File: src/sibdec_pkg.sv
// Shared constants and types for the serial interrupt bus status decoder.
package sibdec_pkg;

  // Width of the message cycle counter; 34 cycles fit in six bits.
  localparam int unsigned CYC_W = 6;

  // Message lengths in bus cycles.
  localparam logic [5:0] EOI_LEN    = 6'h0e;  // 14 cycles.
  localparam logic [5:0] SHORT_LEN  = 6'h15;  // 21 cycles.
  localparam logic [5:0] LOWEST_LEN = 6'h22;  // 34 cycles.

  // Status cycle positions within a message.
  localparam logic [5:0] EOI_A_CYC   = 6'h0c;  // First status pair of an END_OF_INTERRUPT_MESSAGE message.
  localparam logic [5:0] EOI_SECOND_CYC = 6'h0d;  // Second status pair of an END_OF_INTERRUPT_MESSAGE message.
  localparam logic [5:0] SHORT_A_CYC    = 6'h13;  // First status pair, cycle 19.
  localparam logic [5:0] SECOND_CYC     = 6'h14;  // Second status pair, cycle 20.
  localparam logic [5:0] THIRD_CYC      = 6'h21;  // Third status pair, cycle 33.

  // Cycle numbers at which the arbitration identifier is updated.
  localparam logic [5:0] EOI_UPD_CYC = 6'h0d;  // Cycle 13.
  localparam logic [5:0] UPD_CYC     = 6'h14;  // Cycle 20.

  // Counter value loaded in the cycle after the first message cycle.
  localparam logic [5:0] CYC_SECOND = 6'h02;
  localparam logic [5:0] CYC_RST    = 6'h00;  // Reset value of counters and cycle fields.

  // Status pair codes as sampled on bit 1 and bit 0 of the bus.
  localparam logic [1:0] PAIR_00 = 2'h0;  // Checksum good, or nothing driven.
  localparam logic [1:0] PAIR_01 = 2'h1;
  localparam logic [1:0] PAIR_10 = 2'h2;  // Accept, focus, or end and retry.
  localparam logic [1:0] PAIR_11 = 2'h3;  // Checksum error, retry, or do lowest.
  localparam logic [1:0] PAIR_RST = 2'h0;  // Reset value of captured pairs.

  // Message class, derived from the delivery mode by the receive path.
  typedef enum logic [1:0] {
    KIND_EOI    = 2'h0,  // End-of-interrupt message.
    KIND_SHORT  = 2'h1,  // Fixed, NMI, system management, init, external, start-up.
    KIND_LOWEST = 2'h2   // Lowest-priority delivery.
  } sibdec_kind_t;

  // Decoder sequencer states, one-hot.
  typedef enum logic [2:0] {
    ST_IDLE = 3'h1,  // Waiting for the first cycle of a message.
    ST_RUN  = 3'h2,  // Counting message cycles and capturing status.
    ST_SPARE = 3'h4  // Never entered; recovers to idle.
  } sibdec_state_t;

  // Outcome of one decoded message.
  typedef struct packed {
    logic       upd;    // Arbitration identifier is updated.
    logic [5:0] cyc;    // Cycle of the update, zero when none.
    logic [5:0] len;    // Final message length.
    logic       retry;  // Sender must resend.
  } sibdec_result_t;

endpackage : sibdec_pkg

File: src/sibdec_pair_if.sv
// Carrier for the synchronised status pair between the decoder modules.
`timescale 1ns/1ps
`default_nettype none
interface sibdec_pair_if;
  logic [1:0] pair;  // Bus bit 1 and bit 0 after synchronisation.
  modport src (output pair);
  modport dst (input pair);
endinterface : sibdec_pair_if
`default_nettype wire

File: src/sibdec_sync.sv
// Two-stage synchroniser for the two serial bus pins.
`timescale 1ns/1ps
`default_nettype none
module sibdec_sync (
  input  wire logic   mclk,      // System clock.
  input  wire logic   srst,      // Synchronous reset, active high.
  input  wire logic [1:0] bus_pins,  // Raw bus pins from outside the clock domain.
  sibdec_pair_if.src  out        // Synchronised pair.
);
  import sibdec_pkg::*;

  logic [1:0] meta_q;  // First stage; read only by the second stage.
  logic [1:0] meta_d;
  logic [1:0] pair_q;  // Second stage, safe to decode.
  logic [1:0] pair_d;

  // Next values of both stages; the pins are asynchronous to mclk.
  always_comb begin
    meta_d = bus_pins;
    pair_d = meta_q;
    if (srst) begin
      meta_d = PAIR_RST;
      pair_d = PAIR_RST;
    end
  end

  // Register both stages.
  always_ff @(posedge mclk) begin
    meta_q <= meta_d;
    pair_q <= pair_d;
  end

  assign out.pair = pair_q;

endmodule : sibdec_sync
`default_nettype wire

File: src/sibdec_top.sv
// Status cycle decoder for messages on the shared two-bit serial interrupt bus.
`timescale 1ns/1ps
`default_nettype none
module sibdec_top (
  input  wire logic                    mclk,            // System clock, 50 MHz.
  input  wire logic                    srst,            // Synchronous reset, active high.
  input  wire logic [1:0]              bus_pins,        // Bus bit 1 and bit 0 as received.
  input  wire logic                    msg_start,       // Pulse in the first cycle of a message.
  input  wire sibdec_pkg::sibdec_kind_t msg_kind,       // Class of the starting message.
  input  wire logic                    checksum_bad,    // Own checksum disagrees with the bus.
  output logic                         busy,            // A message is being followed.
  output logic                         msg_done,        // Pulse when a result is posted.
  output logic                         arb_update,      // Arbitration identifier is updated.
  output logic [5:0]                   arb_cycle,       // Cycle of that update, zero when none.
  output logic [5:0]                   msg_length,      // Final message length in cycles.
  output logic                         retry,           // Sender must resend the message.
  output logic                         retry_request,   // Pulse to transmit control to resend.
  output logic                         no_focus_agent,  // Lowest mode ran without a focus.
  output logic [1:0]                   status_drive,    // Value driven onto the bus pins.
  output logic                         status_oe        // High while the pins are driven.
);
  import sibdec_pkg::*;

  sibdec_pair_if pair_if ();  // Synchronised status pair.

  // Pins come from other agents and are synchronised before any decoding.
  sibdec_sync u_sync (
    .mclk     (mclk),
    .srst     (srst),
    .bus_pins (bus_pins),
    .out      (pair_if.src)
  );

  // Cycle of the first status pair for a class.
  function automatic logic [5:0] a_cyc_of(input sibdec_kind_t k);
    a_cyc_of = (k == KIND_EOI) ? EOI_A_CYC : SHORT_A_CYC;
  endfunction : a_cyc_of

  // Cycle of the second status pair for a class.
  function automatic logic [5:0] second_cyc_of(input sibdec_kind_t k);
    second_cyc_of = (k == KIND_EOI) ? EOI_SECOND_CYC : SECOND_CYC;
  endfunction : second_cyc_of

  // Last cycle of the message; a lowest-mode error in the first pair cuts it to 21.
  function automatic logic [5:0] end_cyc_of(input sibdec_kind_t k, input logic [1:0] a);
    if (k == KIND_EOI) begin
      end_cyc_of = EOI_LEN;
    end else if (k == KIND_LOWEST && (a == PAIR_00 || a == PAIR_10)) begin
      end_cyc_of = LOWEST_LEN;
    end else begin
      end_cyc_of = SHORT_LEN;
    end
  endfunction : end_cyc_of

  // Interpret the captured pairs for the message class.
  function automatic sibdec_result_t decode(input sibdec_kind_t k, input logic [1:0] a,
                                            input logic [1:0] second, input logic [1:0] third);
    sibdec_result_t r;
    r.upd   = 1'b0;
    r.cyc   = CYC_RST;
    r.len   = end_cyc_of(k, a);
    r.retry = 1'b1;
    if (k == KIND_LOWEST) begin
      if (a == PAIR_10) begin
        r.upd   = 1'b1;
        r.retry = 1'b0;
      end else if (a == PAIR_00) begin
        if (second == PAIR_11) begin
          r.upd   = 1'b1;
          r.retry = (third != PAIR_10);
        end else if (second == PAIR_10) begin
          r.upd = 1'b1;
        end
        // A second pair of 0X leaves no update and a retry.
      end
      // First pair 11 or 01 leaves no update and a retry.
    end else if (a == PAIR_00) begin
      if (second == PAIR_10 || second == PAIR_11) begin
        r.upd   = 1'b1;
        r.retry = (second == PAIR_11);
      end
    end
    // Any other first pair is a checksum or plain error: defaults stand.
    if (r.upd) begin
      r.cyc = (k == KIND_EOI) ? EOI_UPD_CYC : UPD_CYC;
    end
    decode = r;
  endfunction : decode

  sibdec_state_t  state_q, state_d;  // Sequencer state.
  sibdec_kind_t   kind_q, kind_d;    // Class latched at message start.
  logic [5:0]     cyc_q, cyc_d;      // Number of the current bus cycle.
  logic [1:0]     a_q, a_d;          // First status pair.
  logic [1:0]     second_q, second_d;  // Second status pair.
  logic [1:0]     third_q, third_d;    // Third status pair.
  sibdec_result_t res_q, res_d;      // Posted outcome, held until the next one.
  logic           done_q, done_d;    // Outcome posted last cycle.
  logic           nof_q, nof_d;      // Lowest mode without a focus.
  logic           oe_q, oe_d;        // Checksum error drive enable.

  // Next-state logic; a start while busy is ignored, since the bus carries one message.
  always_comb begin
    state_d = state_q;
    kind_d  = kind_q;
    cyc_d   = cyc_q;
    a_d     = a_q;
    second_d = second_q;
    third_d  = third_q;
    res_d   = res_q;
    nof_d   = nof_q;
    done_d  = 1'b0;
    case (state_q)
      ST_IDLE: begin
        if (msg_start) begin
          state_d = ST_RUN;
          kind_d  = msg_kind;
          cyc_d   = CYC_SECOND;
          a_d     = PAIR_RST;
          second_d = PAIR_RST;
          third_d  = PAIR_RST;
        end
      end
      ST_RUN: begin
        cyc_d = cyc_q + 6'h01;
        // Every agent samples the first pair in its status cycle.
        if (cyc_q == a_cyc_of(kind_q)) begin
          a_d = pair_if.pair;
        end
        if (cyc_q == second_cyc_of(kind_q)) begin
          second_d = pair_if.pair;
        end
        if (kind_q == KIND_LOWEST && cyc_q == THIRD_CYC) begin
          third_d = pair_if.pair;
        end
        // Post the outcome once the last status is in hand.
        if (cyc_q == end_cyc_of(kind_q, a_q)) begin
          res_d   = decode(kind_q, a_q, second_q, third_q);
          nof_d   = (kind_q == KIND_LOWEST) && (a_q == PAIR_00);
          done_d  = 1'b1;
          state_d = ST_IDLE;
        end
      end
      default: begin
        state_d = ST_IDLE;  // Illegal code recovers to idle.
      end
    endcase
    // Drive 11 during the first status cycle when our checksum disagrees.
    oe_d = (state_d == ST_RUN) && (cyc_d == a_cyc_of(kind_d)) && checksum_bad;
    if (srst) begin
      state_d = ST_IDLE;
      kind_d  = KIND_EOI;
      cyc_d   = CYC_RST;
      a_d     = PAIR_RST;
      second_d = PAIR_RST;
      third_d  = PAIR_RST;
      res_d   = '0;
      nof_d   = 1'b0;
      done_d  = 1'b0;
      oe_d    = 1'b0;
    end
  end

  // Register all decoder state.
  always_ff @(posedge mclk) begin
    state_q <= state_d;
    kind_q  <= kind_d;
    cyc_q   <= cyc_d;
    a_q     <= a_d;
    second_q <= second_d;
    third_q  <= third_d;
    res_q   <= res_d;
    done_q  <= done_d;
    nof_q   <= nof_d;
    oe_q    <= oe_d;
  end

  assign busy           = (state_q == ST_RUN);
  assign msg_done       = done_q;
  assign arb_update     = res_q.upd;
  assign arb_cycle      = res_q.cyc;
  assign msg_length     = res_q.len;
  assign retry          = res_q.retry;
  assign retry_request  = done_q & res_q.retry;
  assign no_focus_agent = nof_q;
  assign status_drive   = oe_q ? PAIR_11 : PAIR_00;
  assign status_oe      = oe_q;

  // Any error in the first pair forbids the update and forces a resend.
  a_first_err_retry: assert property (@(posedge mclk) disable iff (srst)
    done_q && (a_q == PAIR_11 || a_q == PAIR_01 || (a_q == PAIR_10 && kind_q != KIND_LOWEST))
    |-> !res_q.upd && res_q.retry && res_q.cyc == 6'h00)
    else $error("first status error not retried");

  // A focus in lowest mode accepts with the cycle 20 update.
  a_focus_accept: assert property (@(posedge mclk) disable iff (srst)
    done_q && kind_q == KIND_LOWEST && a_q == PAIR_10
    |-> res_q.upd && res_q.cyc == 6'h14 && !res_q.retry)
    else $error("focus outcome wrong");

  // An END_OF_INTERRUPT_MESSAGE message posts its 14-cycle result fourteen clocks after it starts.
  a_eoi_timing: assert property (@(posedge mclk) disable iff (srst)
    state_q == ST_IDLE && msg_start && msg_kind == KIND_EOI
    |-> ##14 done_q && res_q.len == 6'h0e && (res_q.upd -> res_q.cyc == 6'h0d))
    else $error("END_OF_INTERRUPT_MESSAGE timing wrong");

  // A short message posts its 21-cycle result; retry follows a second pair of 11.
  a_short_timing: assert property (@(posedge mclk) disable iff (srst)
    state_q == ST_IDLE && msg_start && msg_kind == KIND_SHORT
    |-> ##21 done_q && res_q.len == 6'h15 && (second_q == PAIR_11 && a_q == PAIR_00
        -> res_q.upd && res_q.retry && res_q.cyc == 6'h14))
    else $error("short message outcome wrong");

  // Arbitration without a focus runs 34 cycles and updates at cycle 20.
  a_lowest_arbit: assert property (@(posedge mclk) disable iff (srst)
    done_q && kind_q == KIND_LOWEST && a_q == PAIR_00 && second_q == PAIR_11
    |-> res_q.upd && res_q.cyc == 6'h14 && res_q.len == 6'h22 && nof_q)
    else $error("lowest arbitration outcome wrong");

  // The third pair alone decides the retry of an arbitrated message.
  a_third_status: assert property (@(posedge mclk) disable iff (srst)
    done_q && kind_q == KIND_LOWEST && a_q == PAIR_00 && second_q == PAIR_11
    |-> res_q.retry == (third_q != PAIR_10))
    else $error("third status decode wrong");

  // End and retry still updates and runs the full length.
  a_end_retry: assert property (@(posedge mclk) disable iff (srst)
    done_q && kind_q == KIND_LOWEST && a_q == PAIR_00 && second_q == PAIR_10
    |-> res_q.upd && res_q.retry && res_q.len == 6'h22)
    else $error("end and retry outcome wrong");

  // A second pair of 0X without a focus is an error with no update.
  a_lowest_err: assert property (@(posedge mclk) disable iff (srst)
    done_q && kind_q == KIND_LOWEST && a_q == PAIR_00 && !second_q[1]
    |-> !res_q.upd && res_q.retry)
    else $error("lowest second status error wrong");

  // The error drive is 11 and lasts one cycle, in the first status cycle only.
  a_chk_drive: assert property (@(posedge mclk) disable iff (srst)
    status_oe |-> status_drive == 2'h3 && cyc_q == a_cyc_of(kind_q) && busy
    ##1 !status_oe)
    else $error("checksum error drive misplaced");

  // A resend request appears exactly once, at the posting of a retry outcome.
  a_retry_req: assert property (@(posedge mclk) disable iff (srst)
    retry_request |-> $past(busy) && retry ##1 !retry_request)
    else $error("retry request not tied to outcome");

endmodule : sibdec_top
`default_nettype wire

File: config.mk
export PLATFORM = sky130hd
export DESIGN_NAME = sibdec_top
export DESIGN_NICKNAME = d
export VERILOG_FILES = /design/src/sibdec_pkg.sv /design/src/sibdec_pair_if.sv /design/src/sibdec_sync.sv /design/src/sibdec_top.sv
export SDC_FILE = /design/constraint.sdc
export NUM_CORES = 1
export LEC_CHECK = 0
export BUFFER_PORTS_ARGS = -buffer_cell sky130_fd_sc_hd__buf_2
export CORE_UTILIZATION = 59
export CTS_CLUSTER_SIZE = 40
export DETAILED_ROUTE_END_ITERATION = 10
export GPL_TIMING_DRIVEN = 0
export PLACE_DENSITY = 0.88
export SYNTH_ARGS = -nofsm -noshare
export SYNTH_HDL_FRONTEND = slang
export SYNTH_SLANG_ARGS = --single-unit
File: constraint.sdc
create_clock -name mclk -period 4.9 [get_ports mclk]
set_clock_uncertainty 0.1 [all_clocks]
set_input_delay 0.245 -clock mclk [delete_from_list [all_inputs] [get_ports mclk]]
set_output_delay 0.245 -clock mclk [all_outputs]
set_load 0.05 [all_outputs]
==> results.yml, run 1 <==
outcome:
  outcome: "finished clean"
finish:
  num-fill-cells: 215
  instances_no_fill: 258
  insertedDiodeCount: 0
  syn_to_final_growth_pct: 15.4
  drive_above_1_share_pct: 24.7
  register_area_um2: 661
  fin_nets: 236
  multi_input_area_um2: 903
synth:
  synth.cell_area_mm2: 0.00170
  netlist.area_leader.share_pct: 38.9
  synth_edf_count: 0
  synth-seq-area-share_pct: 38.9
  ys_ff_latch: 33
  syn_inst: 191
  yosysMostFrequentCell: "dfxtp_1"
  yosys.cell_types.count: 50
  synth_top_cells_by_area: "dfxtp_1 (39%), mux2i_1 (8.8%), nor2_1 (4.2%)"
  yosys-top-cells-count: "dfxtp_1 (33), nor2_1 (19), mux2i_1 (15), nand2_1 (12), nor2b_1 (10)"
  avgSynthCellArea_um2: 8.88
  yosysTopAreaCell: "dfxtp_1"
  ys.flop_type: "dfxtp_1"
  yosys_warnings: 0
  ys_async_sr_fraction_pct: 0
clocking:
  clock_latency_ns: 0.34
  cts_tree: "built"
  post_cts_resized: 0
  cts_sinks: 33
  cts_setup_buffers: 0
  htreeDepth: 2
  hold_buffers: 0
  root_buffer: "clkbuf_4"
  cts_buffer_depth: 2
  clkTransAtPathRegs_ns: 0.11
  cts_buffers: 5
timing:
  slew_viol_final: 0
  final.period_utilization_pct: 43.7
  period_needed_ns: 2.14
  hold_viol: 0
  finalSetupTns_ns: 0
  fmax_mhz: 467
  finalSetupViolations: 0
  slew-limit-headroom_pct: 64.2
  fin_ws_ns: 2.76
  rsz0062_at_grt: "no"
  tightestPinTransition_ns: 0.537
pwr:
  pwr_density_cell_mw_per_mm2: 271
  irDropWorstVdd_v: 0.000311
  p_leak_uw: 0.000838
global_routing:
  grt_pass1_vias: 1332
  antenna_found_initial: 0
  use_met1_pct: 29.3
  top_usage_layer: "met2"
  grt_first_pass_wirelength_um: 5690
  grt_start_max_net_pins: 11
  track_usage_pct: 23.7
  grt_util_met2_pct: 37.9
  met3_usage_pct: 7.21
  gr-total-overflow: 0
floorplanning:
  die_area_mm2: 0.00309
  die_w_um: 55.6
  io_pins: 29
  rows: 19
  die_height_um: 55.6
  core_area_mm2: 0.00273
  start_util_pct: 62.1
worst_setup_path:
  crit_required_ns: 5.01
  worstSetupStartpointType: "register"
  cp_max_fo: 10
  end_kind: "register"
  critical_path_arrival_ns: 2.25
  crit_type: "register to register"
placed_design:
  gp_congestion: 0.866
  numPortBuffers: 26
  dp.cells: 250
  hpwlAfterDp_um: 2440
  post-place-ws_ns: 2.79
drt:
  route.detailed.drc: 0
  viasPerCell: 5.53
  drt-total-wl_um: 3370
  vias: 1426
  drt_pass1_iterations: 4
  drt_iter0_markers: 80
  ant_nets: 0
  wl_per_cell_um: 13.1
worst_hold_path:
  hold_class: "input port to register"
run:
  maxCapViolCount: 0
-- where the power goes --
| part | total (uW) | leakage [uW] | switching [uW] | internal [uW] |
|---|---|---|---|---|
| Clock | 215 | 0.0000455 | 93.1 | 122 |
| Combinational | 40.7 | 0.000525 | 24.9 | 15.8 |
| Sequential | 275 | 0.000268 | 3.22 | 272 |
| Total | 531 | 0.000838 | 121 | 410 |
-- metrics by stage --
stage	power (uW)	util, %	area (um2)	hold slack [ns]
after global placement	321	68.5	1870	0.321
after floorplan	312	-	1700	0.273
final	531	71.6	1960	0.0188
after CTS	532	71.6	1960	0.0177
after global routing	547	71.6	1960	0.0147
after detailed placement	322	68.5	1870	0.332
-- kinds of logic after synthesis --
| group | Yosys count | share of synthesized area, % |
|---|---|---|
| buf+inv | 24 | 8.26 |
| flops | 33 | 38.9 |
| mux | 15 | 8.85 |
| other cells | 1 | 0.221 |
| compound gates | 29 | 12.1 |
| simple gates | 84 | 28.6 |
| xor+xnor | 3 | 1.55 |
| fa+ha+maj | 2 | 1.47 |
-- cells in the final DEF (no fill, tap or decap), types with 4 or more instances in the layout --
master    instances
nor3_1            5
a31oi_1           4
buf_2            27
nand2b_1          9
clkbuf_4          5
nor2b_1          10
a21oi_1           7
nand2_1          12
buf_4             8
nand3_1           6
o21ai_0           4
clkbuf_1         10
mux2i_1          15
nor2_1           19
dfxtp_1          33
-- area by class of cell --
cell class | count | area share (%)
Multi-Input combinational cell | 136 | 46.1
Sequential cell | 33 | 33.7
Timing Repair Buffer | 26 | 6.65
Buffer | 20 | 6.39
Clock buffer | 7 | 2.81
Tap cell | 31 | 1.98
Clock inverter | 1 | 1.53
Inverter | 4 | 0.767
-- state kept, by name (all words and copies together), names as in the netlist --
signal           count
a_q                  2
arb_cycle            3
cyc_q                6
kind_q               2
msg_done             1
msg_length           5
no_focus_agent       1
retry                1
second_q             2
state_q              3
status_oe            1
third_q              2
u_sync.meta_q        2
u_sync.out.pair      2
-- metal layers --
metal	share of wire (%)	vias up
li1	-	722
met1	44	643
met2	46	56
met3	8.2	5
met4	1.3	0
met5	0	-
-- worst max-delay path, cell delays in order (launching register included) --
cell	delay, ns
dfxtp_1	0.35
clkbuf_1	0.22
or3b_1	0.42
mux2i_1	0.17
and3_1	0.18
buf_4	0.16
buf_8	0.15
mux2i_1	0.21
nor2_1	0.05
-- worst paths after layout --
path / endpoint / slack (ns) / startpoint / depth (start not counted)
worst min register to register: u_sync.out.pair[0]$_SDFF_PP0_ / 0.35 / u_sync.meta_q[0]$_SDFF_PP0_ / 1
worst max register to register: arb_cycle[2]$_SDFFE_PP0P_ / 2.76 / cyc_q[0]$_SDFF_PP0_ / 8
worst max-delay path: arb_cycle[2]$_SDFFE_PP0P_ / 2.76 / cyc_q[0]$_SDFF_PP0_ / 8
worst min-delay path: u_sync.meta_q[1]$_SDFF_PP0_ / 0.02 / bus_pins[1] / 2
(Power assumes the default switching activity.)
==> run 2, diff against run 1 <==
--- a/config.mk
+++ b/config.mk
@@ -6,11 +6,11 @@
 export NUM_CORES = 1
 export LEC_CHECK = 0
 export BUFFER_PORTS_ARGS = -buffer_cell sky130_fd_sc_hd__buf_2
-export CORE_UTILIZATION = 59
+export CORE_UTILIZATION = 55
 export CTS_CLUSTER_SIZE = 40
 export DETAILED_ROUTE_END_ITERATION = 10
 export GPL_TIMING_DRIVEN = 0
-export PLACE_DENSITY = 0.88
+export PLACE_DENSITY = 0.83
 export SYNTH_ARGS = -nofsm -noshare
 export SYNTH_HDL_FRONTEND = slang
 export SYNTH_SLANG_ARGS = --single-unit
==> constraint.sdc (replaced) <==
create_clock -name mclk -period 2 [get_ports mclk]
set_clock_uncertainty 0.1 [all_clocks]
set_input_delay 0.1 -clock mclk [delete_from_list [all_inputs] [get_ports mclk]]
set_output_delay 0.1 -clock mclk [all_outputs]
set_load 0.05 [all_outputs]
==> results.yml, run 2 (synthesis gave the netlist of run 1 again) <==
clocking:
  root_buffer: "clkbuf_4"
  cts_sinks: 33
  cts_buffer_depth: 2
  htreeDepth: 2
  clock_latency_ns: 0.33
  cts_buffers: 5
  clkTransAtPathRegs_ns: 0.10
  cts_tree: "built"
finish:
  stdcell_area_mm2: 0.00206
  largest_register_ffs: 6
  instances_no_fill: 267
  insertedDiodeCount: 0
  final_cell_mix: "dfxtp_1 (31), buf_2 (27), nor2_1 (19)"
  drive_above_1_share_pct: 27.5
  syn_to_final_growth_pct: 21.5
  layout_commonest_cell: "dfxtp_1"
  largest-register: "cyc_q"
  fin_nets: 245
floorplanning:
  die_w_um: 57.5
  die_height_um: 57.5
  core_area_mm2: 0.00283
  io_pins: 29
  start_util_pct: 60.0
  die_area_mm2: 0.00331
  rows: 19
run:
  maxCapViolCount: 0
worst_setup_path:
  critical_path_arrival_ns: 2.11
  crit_required_ns: 2.14
  critPathSlowestCell: "or3b_1"
  slowest_delay_ns: 0.39
  reg2reg_depth: 6
  end_kind: "register"
  worstSetupStartpointType: "register"
  cp_max_fo: 9
  crit_path_cell_trace: "or3b_1 > buf_6 > or3_4 > a221oi_2 > mux2i_1 > nor4_2"
  crit_type: "register to register"
timing:
  finalSetupTns_ns: 0
  period_needed_ns: 1.97
  final.period_utilization_pct: 98.6
  hold_viol: 0
  slew-limit-headroom_pct: 64.4
  rsz0062_at_grt: "yes"
  fin_ws_ns: 0.0281
  slew_viol_final: 0
  fmax_mhz: 507
  tightestPinTransition_ns: 0.534
  finalSetupViolations: 0
pwr:
  swShare_pct: 22.4
  switching_power_uw: 292
  irDropWorstVdd_v: 0.000522
  power_uw: 1310
  p_leak_uw: 0.000886
  p_int_uw: 1020
  power.share.sequential_pct: 51.8
  clockPowerShare_pct: 39.6
  pwr-share-comb_pct: 8.6
  pwr_density_cell_mw_per_mm2: 635
global_routing:
  track_usage_pct: 22.7
  antenna_found_initial: 0
  grt_first_pass_wirelength_um: 5730
  grt_start_max_net_pins: 15
  gr-total-overflow: 0
  grt_pass1_vias: 1310
drt:
  drt-total-wl_um: 3560
  ant_nets: 0
  route.detailed.drc: 4
  vias: 1478
  drt_pass1_iterations: 7
  viasPerCell: 5.54
  drt_iter0_markers: 66
  wl_per_cell_um: 13.3
placed_design:
  post-place-ws_ns: -0.0746
  dp.cells: 250
  dpl_cell_area_mm2: 0.00187
  numPortBuffers: 26
  gp_congestion: 0.815
  hpwlAfterDp_um: 2490
worst_hold_path:
  worstHoldPathCells: 4
  hold_class: "input port to register"
outcome:
  outcome: "finished, violations left"
  violations: "DRC"
[run 2: cell types whose count changed in the layout (fill, tap and decap cells not counted), moves of 2 or more]
cell | before | now
dlygate4sd3_1 | 0 | 6
dfxtp_1 | 33 | 31
dfxtp_2 | 0 | 2
clkbuf_1 | 10 | 8
buf_4 | 8 | 13
[run 2: final timing paths]
kind                                             startpoint                            end  slack (ns)
worst min-delay path                              msg_start           kind_q[0]$_SDFF_PP0_        0.24
worst min register to register  u_sync.meta_q[1]$_SDFF_PP0_  u_sync.out.pair[1]$_SDFF_PP0_        0.36
worst max register to register        state_q[2]$_SDFF_PP0_           status_oe$_SDFF_PP0_        0.03
worst max-delay path                  state_q[2]$_SDFF_PP0_           status_oe$_SDFF_PP0_        0.03
[run 2: area by class of cell]
cell class / instances / area, um2
Timing Repair Buffer: 37 / 228
Multi-Input combinational cell: 136 / 917
Tap cell: 31 / 38.8
Clock buffer: 7 / 55.1
Buffer: 18 / 114
Clock inverter: 1 / 30.0
Sequential cell: 33 / 663
Inverter: 4 / 15.0
Fill cell: 216 / 768
[run 2: layer usage]
layer	vias to the layer above	routed length [um]	global-route usage, %
li1	747	-	-
met1	664	1600	29.4
met2	62	1680	36.7
met3	5	248	4.99
met4	0	31	8.71
met5	-	0	0
[run 2: timing repair]
action,4_1_cts,5_1_grt
hold endpoints to repair,6,0
pin swaps,1,3
buffers inserted,2,2
hold buffers,6,0
gates cloned,0,1
setup endpoints to repair,8,12
gates resized for setup,5,6
[run 2: worst max-delay path, delay by kind of cell (launching register included)]
| kind | cells | cell delay (ns) |
|---|---|---|
| AO/OA/AOI/OAI | 1 | 0.23 |
| flip-flops | 1 | 0.36 |
| AND/OR/NAND/NOR | 3 | 0.90 |
| buffers and inverters | 1 | 0.15 |
| multiplexers | 1 | 0.14 |
[run 2: stage by stage]
stage | utilization, % | hold WS (ns)
final | 72.8 | 0.237
after global routing | 72.8 | 0.250
after CTS | 71.7 | 0.234
after detailed placement | 66.2 | 0.218
after global placement | 66.2 | 0.215
after floorplan | - | 0.128
[run 2: power groups by stage]
stage | registers [uW] | clock network [uW] | logic (uW)
finish | 678 | 518 | 112
global route | 680 | 561 | 122
CTS | 675 | 523 | 113
detailed placement | 690 | 0 | 99.4
global placement | 690 | 0 | 98.4
floorplan | 687 | 0 | 76.7
